$ cat config.mk
export PLATFORM = sky130hd
export DESIGN_NAME = pca_top
export DESIGN_NICKNAME = d
export VERILOG_FILES = /design/src/verilog/pca_pkg.sv /design/src/verilog/pca_module.sv /design/src/verilog/pca_pin_sync.sv /design/src/verilog/pca_top.sv
export SDC_FILE = /design/constraint.sdc
export NUM_CORES = 1
export LEC_CHECK = 0
export BUFFER_PORTS_ARGS = -buffer_cell sky130_fd_sc_hd__clkbuf_2
export CAP_MARGIN = 15
export CORE_AREA = 4 4 177 179
export DETAILED_ROUTE_END_ITERATION = 12
export DIE_AREA = 0 0 181 183
export SLEW_MARGIN = 0
export SYNTH_ARGS = -nofsm -noshare
export SYNTH_HDL_FRONTEND = slang
export SYNTH_SLANG_ARGS = --single-unit
$ cat constraint.sdc
create_clock -name mclk -period 13.1 [get_ports mclk]
set_input_delay 2.62 -clock mclk [delete_from_list [all_inputs] [get_ports mclk]]
set_output_delay 2.62 -clock mclk [all_outputs]
set_load 0.05 [all_outputs]
$ cat src/verilog/pca_pkg.sv
// Summary of operation
// capture runs when negative or positive edge enable set; both edges if both set
// valid selected pin edge copies counter high and low bytes into compare bytes
// interrupt request needs both event flag and flag interrupt enable set
// comparator and match enables set: counter equal compare sets event flag
// writing high compare byte also sets comparator enable
// writing low compare byte also clears comparator enable
// software writes low compare byte first, then high byte
// software loads nonzero compare value before enabling comparator
// toggle, match and comparator enables set: output inverts on every match
// pwm output low while counter low byte below duty, else high
// counter low byte wrap FF to 00 reloads duty byte from high compare byte
// pwm output only with pwm and comparator enables; shared counter, shared frequency
// only module 4 has watchdog; otherwise usable in any mode
// watchdog match with module 4 compare value gives internal reset, not pin
// clearing watchdog enable before match suppresses reset; setting it re-arms
// software moves compare value ahead rather than disabling watchdog
// one shared counter times all modules; counter writes affect all
// mode bits: irq 0, pwm 1, toggle 2, match 3, neg 4, pos 5, comparator 6
// flag interrupt enable lets event flag request interrupt on match or capture
// pin synchronised, edges found from successive synchronised samples
// event flag stays set until software clears it
package pca_pkg;
    localparam int NUM_MODULES = 5;
    localparam int WDOG_MODULE = 4;
    localparam int MODE_W = 7;
    // ****************************************
    // mode register fields
    // ****************************************
    localparam int BIT_IRQ_EN = 0;
    localparam int BIT_PWM = 1;
    localparam int BIT_TOGGLE = 2;
    localparam int BIT_MATCH = 3;
    localparam int BIT_CAP_NEG = 4;
    localparam int BIT_CAP_POS = 5;
    localparam int BIT_COMP_EN = 6;
    // ****************************************
    // reset values and low byte wrap point
    // ****************************************
    localparam logic [6:0] MODE_RESET = 7'h00;
    localparam logic [7:0] BYTE_RESET = 8'h00;
    localparam logic [7:0] LOW_WRAP = 8'hFF;
endpackage : pca_pkg

$ cat src/verilog/pca_module.sv
`timescale 1ns/100ps
`default_nettype none
module pca_module
(
    input wire logic mclk,
    input wire logic rst_n,
    input wire logic is_wdog,
    input wire logic [15:0] count,
    input wire logic low_wrap,
    input wire logic mode_we,
    input wire logic [6:0] mode_wdata,
    input wire logic cmp_low_we,
    input wire logic cmp_high_we,
    input wire logic [7:0] wdata,
    input wire logic flag_clear,
    input wire logic wdog_enable,
    input wire logic pin_in,
    output logic [6:0] mode,
    output logic [7:0] cmp_low,
    output logic [7:0] cmp_high,
    output logic [7:0] duty_active,
    output logic event_flag,
    output logic irq,
    output logic pin_out,
    output logic pin_oe,
    output logic wdog_reset
);
    import pca_pkg::*;
    typedef struct packed
    {
        logic [6:0] mode;
        logic [7:0] lo;
        logic [7:0] hi;
        logic [7:0] duty;
        logic flag;
        logic tog_out;
        logic wdog;
    } pca_mod_t;
    pca_mod_t s_reg;
    pca_mod_t s_next;
    logic rise;
    logic fall;
    logic match;
    logic cap;
    pca_pin_sync u_sync
    (
        .mclk(mclk),
        .rst_n(rst_n),
        .pin_in(pin_in),
        .rise(rise),
        .fall(fall)
    );
    // ****************************************
    // event logic
    // ****************************************

    assign match = s_reg.mode[BIT_COMP_EN] && (count == {s_reg.hi, s_reg.lo});
    assign cap = (rise && s_reg.mode[BIT_CAP_POS]) || (fall && s_reg.mode[BIT_CAP_NEG]);
    always_comb
    begin
        s_next = s_reg;
        s_next.wdog = 1'b0;
        if (mode_we)
        begin
            s_next.mode = mode_wdata;
        end
        if (cmp_low_we)
        begin
            s_next.lo = wdata;
            s_next.mode[BIT_COMP_EN] = 1'b0;
        end
        if (cmp_high_we)
        begin
            s_next.hi = wdata;
            s_next.mode[BIT_COMP_EN] = 1'b1;
        end
        if (cap)
        begin
            s_next.hi = count[15:8];
            s_next.lo = count[7:0];
        end
        if (flag_clear)
        begin
            s_next.flag = 1'b0;
        end
        // set beats clear; flag stays until software clears it
        if (cap || (match && s_reg.mode[BIT_MATCH]))
        begin
            s_next.flag = 1'b1;
        end
        if (match && s_reg.mode[BIT_MATCH] && s_reg.mode[BIT_TOGGLE])
        begin
            s_next.tog_out = ~s_reg.tog_out;
        end
        if (low_wrap)
        begin
            s_next.duty = s_reg.hi;
        end
        // watchdog only on module 4, gated by enable at match time
        if (is_wdog && wdog_enable && match && s_reg.mode[BIT_MATCH])
        begin
            s_next.wdog = 1'b1;
        end
    end
    always_ff @(posedge mclk or negedge rst_n)
    begin
        if (!rst_n)
        begin
            s_reg <= '0;
        end
        else
        begin
            s_reg <= s_next;
        end
    end
    // ****************************************
    // outputs
    // ****************************************
    assign mode = s_reg.mode;
    assign cmp_low = s_reg.lo;
    assign cmp_high = s_reg.hi;
    assign duty_active = s_reg.duty;
    assign event_flag = s_reg.flag;
    assign irq = s_reg.flag && s_reg.mode[BIT_IRQ_EN];
    assign wdog_reset = s_reg.wdog;
    always_comb
    begin
        pin_oe = 1'b0;
        pin_out = 1'b1;
        if (s_reg.mode[BIT_PWM] && s_reg.mode[BIT_COMP_EN])
        begin
            pin_oe = 1'b1;
            pin_out = (count[7:0] >= s_reg.duty);
        end
        else if (s_reg.mode[BIT_TOGGLE])
        begin
            pin_oe = 1'b1;
            pin_out = s_reg.tog_out;
        end
    end
endmodule // pca_module
`default_nettype wire

$ cat src/verilog/pca_pin_sync.sv
`timescale 1ns/100ps
`default_nettype none
module pca_pin_sync
(
    input wire logic mclk,
    input wire logic rst_n,
    input wire logic pin_in,
    output logic rise,
    output logic fall
);
    typedef struct packed
    {
        logic [2:0] sh;
        logic level;
    } pca_sync_t;
    pca_sync_t state_reg;
    pca_sync_t state_next;
    // ****************************************
    // three stages; second and third must agree
    // ****************************************
    always_comb
    begin
        state_next = state_reg;
        state_next.sh = {state_reg.sh[1:0], pin_in};
        if (state_reg.sh[2] == state_reg.sh[1])
        begin
            state_next.level = state_reg.sh[2];
        end
    end
    always_ff @(posedge mclk or negedge rst_n)
    begin
        if (!rst_n)
        begin
            state_reg <= '0;
        end
        else
        begin
            state_reg <= state_next;
        end
    end
    // edge from successive filtered samples
    assign rise = state_next.level & ~state_reg.level;
    assign fall = ~state_next.level & state_reg.level;
endmodule // pca_pin_sync
`default_nettype wire

$ cat src/verilog/pca_top.sv
`timescale 1ns/100ps
`default_nettype none
module pca_top
(
    input wire logic mclk,
    input wire logic reset_n,
    input wire logic count_run,
    input wire logic count_we,
    input wire logic [15:0] count_wdata,
    input wire logic [pca_pkg::NUM_MODULES-1:0] mode_we,
    input wire logic [6:0] mode_wdata,
    input wire logic [pca_pkg::NUM_MODULES-1:0] cmp_low_we,
    input wire logic [pca_pkg::NUM_MODULES-1:0] cmp_high_we,
    input wire logic [7:0] cmp_wdata,
    input wire logic [pca_pkg::NUM_MODULES-1:0] flag_clear,
    input wire logic watchdog_enable_bit,
    input wire logic [pca_pkg::NUM_MODULES-1:0] module_io_pin_in,
    output logic [pca_pkg::NUM_MODULES-1:0] module_io_pin_out,
    output logic [pca_pkg::NUM_MODULES-1:0] module_io_pin_oe,
    output logic [15:0] counter_value,
    output logic [pca_pkg::NUM_MODULES*7-1:0] module_mode_reg,
    output logic [pca_pkg::NUM_MODULES*8-1:0] compare_low_byte,
    output logic [pca_pkg::NUM_MODULES*8-1:0] compare_high_byte,
    output logic [pca_pkg::NUM_MODULES*8-1:0] pwm_duty_active,
    output logic [pca_pkg::NUM_MODULES-1:0] module_event_flag,
    output logic irq_request,
    output logic internal_reset
);
    import pca_pkg::*;
    typedef struct packed
    {
        logic [15:0] count;
        logic wrap;
    } pca_top_t;
    pca_top_t s_reg;
    pca_top_t s_next;
    logic [1:0] rst_sync_reg;
    logic rst_n;
    logic [NUM_MODULES-1:0] irq_vec;
    logic [NUM_MODULES-1:0] wdog_vec;
    // ****************************************
    // reset release
    // ****************************************
    always_ff @(posedge mclk or negedge reset_n)
    begin
        if (!reset_n)
        begin
            rst_sync_reg <= 2'h0;
        end
        else
        begin
            rst_sync_reg <= {rst_sync_reg[0], 1'b1};
        end
    end
    assign rst_n = rst_sync_reg[1];
    // ****************************************
    // shared counter
    // ****************************************
    always_comb
    begin
        s_next = s_reg;
        s_next.wrap = 1'b0;
        if (count_we)
        begin
            s_next.count = count_wdata;
        end
        else if (count_run)
        begin
            s_next.count = s_reg.count + 16'h0001;
            s_next.wrap = (s_reg.count[7:0] == LOW_WRAP);
        end
    end
    always_ff @(posedge mclk or negedge rst_n)
    begin
        if (!rst_n)
        begin
            s_reg <= '0;
        end
        else
        begin
            s_reg <= s_next;
        end
    end
    // ****************************************
    // modules
    // ****************************************
    genvar i;
    generate
        for (i = 0; i < NUM_MODULES; i++)
        begin : g_mod
            pca_module u_mod
            (
                .mclk(mclk),
                .rst_n(rst_n),
                .is_wdog(i == WDOG_MODULE),
                .count(s_reg.count),
                .low_wrap(s_reg.wrap),
                .mode_we(mode_we[i]),
                .mode_wdata(mode_wdata),
                .cmp_low_we(cmp_low_we[i]),
                .cmp_high_we(cmp_high_we[i]),
                .wdata(cmp_wdata),
                .flag_clear(flag_clear[i]),
                .wdog_enable(watchdog_enable_bit),
                .pin_in(module_io_pin_in[i]),
                .mode(module_mode_reg[i*7 +: 7]),
                .cmp_low(compare_low_byte[i*8 +: 8]),
                .cmp_high(compare_high_byte[i*8 +: 8]),
                .duty_active(pwm_duty_active[i*8 +: 8]),
                .event_flag(module_event_flag[i]),
                .irq(irq_vec[i]),
                .pin_out(module_io_pin_out[i]),
                .pin_oe(module_io_pin_oe[i]),
                .wdog_reset(wdog_vec[i])
            );
        end
    endgenerate
    assign counter_value = s_reg.count;
    assign irq_request = |irq_vec;
    // internal only; the reset pin is never driven
    assign internal_reset = |wdog_vec;
endmodule // pca_top
`default_nettype wire

==> impl_metrics.toml <==
[critical_path]
worstSetupEndpointType = "primary output"
cp_data_arrival_time_ns = 3.26
cp_num_buf_inv = 2
worstSetupPathType = "flip-flop to primary output"
cp_slowest_cell = "dfrtp_1"
path_cells = "inv_1, ha_1, nand2b_1, a21o_1, a211oi_1, or3_1, a31oi_1, clkbuf_2"
r2r_setup_slack_ns = 10.63
r2r_cells = 5
cp_slowest_stage_delay_ns = 0.84
cp_top_family = "flip-flops"
r2r_start = "counter_value[5]"
rr_endpoint = "counter_value[15]"
cp-startpoint = "counter_value[0]"
cp_max_fo = 16
cp.required_ns = 10.48
start_kind = "flip-flop"

[place]
io_buffers = 248
dp_hpwl_um = 25900
place_congestion = 0.829

[route]
via_per_inst = 5.01
routed_wl_um = 35300
drt_iter0_drc = 556
drc = 0
drtPass1Iterations = 5
dr_total_vias = 8256
wl_per_cell_um = 21.4
ant_nets = 0

[job]
cap_viol_max_count = 0

[pwr]
ir_drop_uv = 94.9
p_per_area_mw_per_mm2 = 161
power.leakage_nw = 6.14

[sta]
finalCritPeriodShare_pct = 44.9
maxSlewViolCount = 0
fmax_ghz = 0.170
hold_viol = 0
tns_ns = 0
finalSetupViolCount = 0
slew_headroom_pct = 24.4
period_needed_ns = 5.88
tightestPinTransition_ns = 1.13
skew_ns = 0.0126
rsz0062_at_grt = "false"

[floorplan]
initial_core_util_pct = 39.6
die_h_um = 183
io_pins = 249
row_count = 63
dieArea_mm2 = 0.0331
die_w_um = 181
core_area_mm2 = 0.0296

[yosys]
syn_inst = 1194
ys_types = 40
yosysWarnings = 0
synth_enable_flop_cells = 0
synth_top_area_cell = "dfrtp_1"
synthArstFlopShare_pct = 100
synth_area_leaders = "dfrtp_1 (44%), buf_4 (11%), mux2i_1 (7.4%)"
avgSynthCellArea_um2 = 9.81
syn_area_mm2 = 0.0117
synth_fp_nets = 1296
ys_seq_area_share_pct = 43.8
ys_ff_latch = 205
synth_top_flop_cell = "dfrtp_1"
synth_top_area_share_pct = 43.8

[layout]
syn2layout_area_growth_pct = 9.19
drive_gt1_share_pct = 27.4
antenna_cells = 0
regArea_mm2 = 0.00513
final_common_cell = "clkbuf_2"
final_cell_mix = "clkbuf_2 (248), dfrtp_1 (203), nor2_1 (111)"
multi_input_area_mm2 = 0.00490
nNetsFinal = 1344
fin_util_pct = 43.3
fillers = 2913

[min_path]
hold_path.class = "flip-flop to flip-flop"
min_to = "g_mod[2].u_mod.u_sync.state_next[3]"
hold_start = "g_mod[2].u_mod.u_sync.state_next[2]"
hold_depth = 0

[global_route]
grt_max_degree = 146
grt_usage_pct = 20.5
grt_pass1_wl_um = 52100
grt_remaining_overflow = 0
antenna_found_initial = 1
grt_pass1_vias = 8345

[clock_network]
ctsResizeCount = 0
cts_tree = "yes"
h-tree-depth = 1
cts_setup_buffers = 0
cts.sinks = 205
clock-root-buffer = "clkbuf_16"
ctsHoldBuffers = 0
cts_made_buffers = 24
clockBufferDepth = 3
worstSkewPairLatency_ns = 0.52
clk_pin_slew_ns = 0.06

[run_status]
outcome = "complete, no violations"
## routing by layer
| layer | track usage (%) | vias up | routed length [um] |
|---|---|---|---|
| li1 | - | 3919 | - |
| met1 | 27.1 | 4039 | 15200 |
| met2 | 35.4 | 259 | 17300 |
| met3 | 3.77 | 39 | 2110 |
| met4 | 4.26 | 0 | 670 |
| met5 | 0 | - | 0 |
## cells by family after synthesis
family	synth area share, %
adder cells (fa/ha/maj)	4.47
AND/OR/NAND/NOR	11.0
AO/OA/AOI/OAI	7.92
multiplexers	10.7
flip-flops	43.8
XOR/XNOR	7.48
other	0.0320
buffers and inverters	14.6
## synthesized netlist by cell type, drive strengths merged (7+ instances only)
master	number
mux2	35
buf	202
nor3	7
nand2	67
nand2b	14
ha	41
o21ai	56
nand3	25
inv	38
xor2	9
dfrtp	205
nand4	26
clkbuf	38
a21oi	89
a31oi	10
mux2i	86
nor2	111
xnor2	91
## final cells by class
| type | instances | share of cell area, % |
|---|---|---|
| clock buffers | 33 | 5.36 |
| clock inverters | 9 | 0.616 |
| inverters | 38 | 1.12 |
| multi-input cells | 711 | 38.3 |
| flip-flops and latches | 205 | 40.2 |
| well taps | 390 | 3.82 |
| repair buffers | 262 | 10.6 |
## stage by stage
stage	cell area (um2)	total power, mW	setup slack, ns	hold slack, ns	std cells
after global placement	12000	1.41	7.84	0.333	1606
after floorplan	11700	1.32	6.96	0.331	1194
after detailed placement	12000	1.42	7.75	0.335	1606
after CTS	12800	2.08	7.20	0.349	1648
after global routing	12800	2.15	7.01	0.355	1648
final	12800	2.06	7.22	0.346	1648
## how the worst max path moves through the flow
stage	end	slack (ns)	cells after the start
finish	module_io_pin_out[3]	7.22	8
global route	module_io_pin_out[4]	7.01	8
CTS	module_io_pin_out[4]	7.20	8
floorplan	counter_value[0]	6.96	0
global placement	module_io_pin_out[3]	7.84	8
detailed placement	module_io_pin_out[4]	7.75	8
## worst reg2reg max path: stages (launching register included)
cell and delay [ns]:
dfrtp_1 1.09, nand4_4 0.28, nor4_4 0.44, nand3_1 0.20, xor2_1 0.25, o21ai_1 0.08
## report_power, final
part | internal [mW] | switching [mW]
combinational | 0.166 | 0.425
sequential | 0.701 | 0.109
clock | 0.385 | 0.272
(Power assumes the default switching activity.)
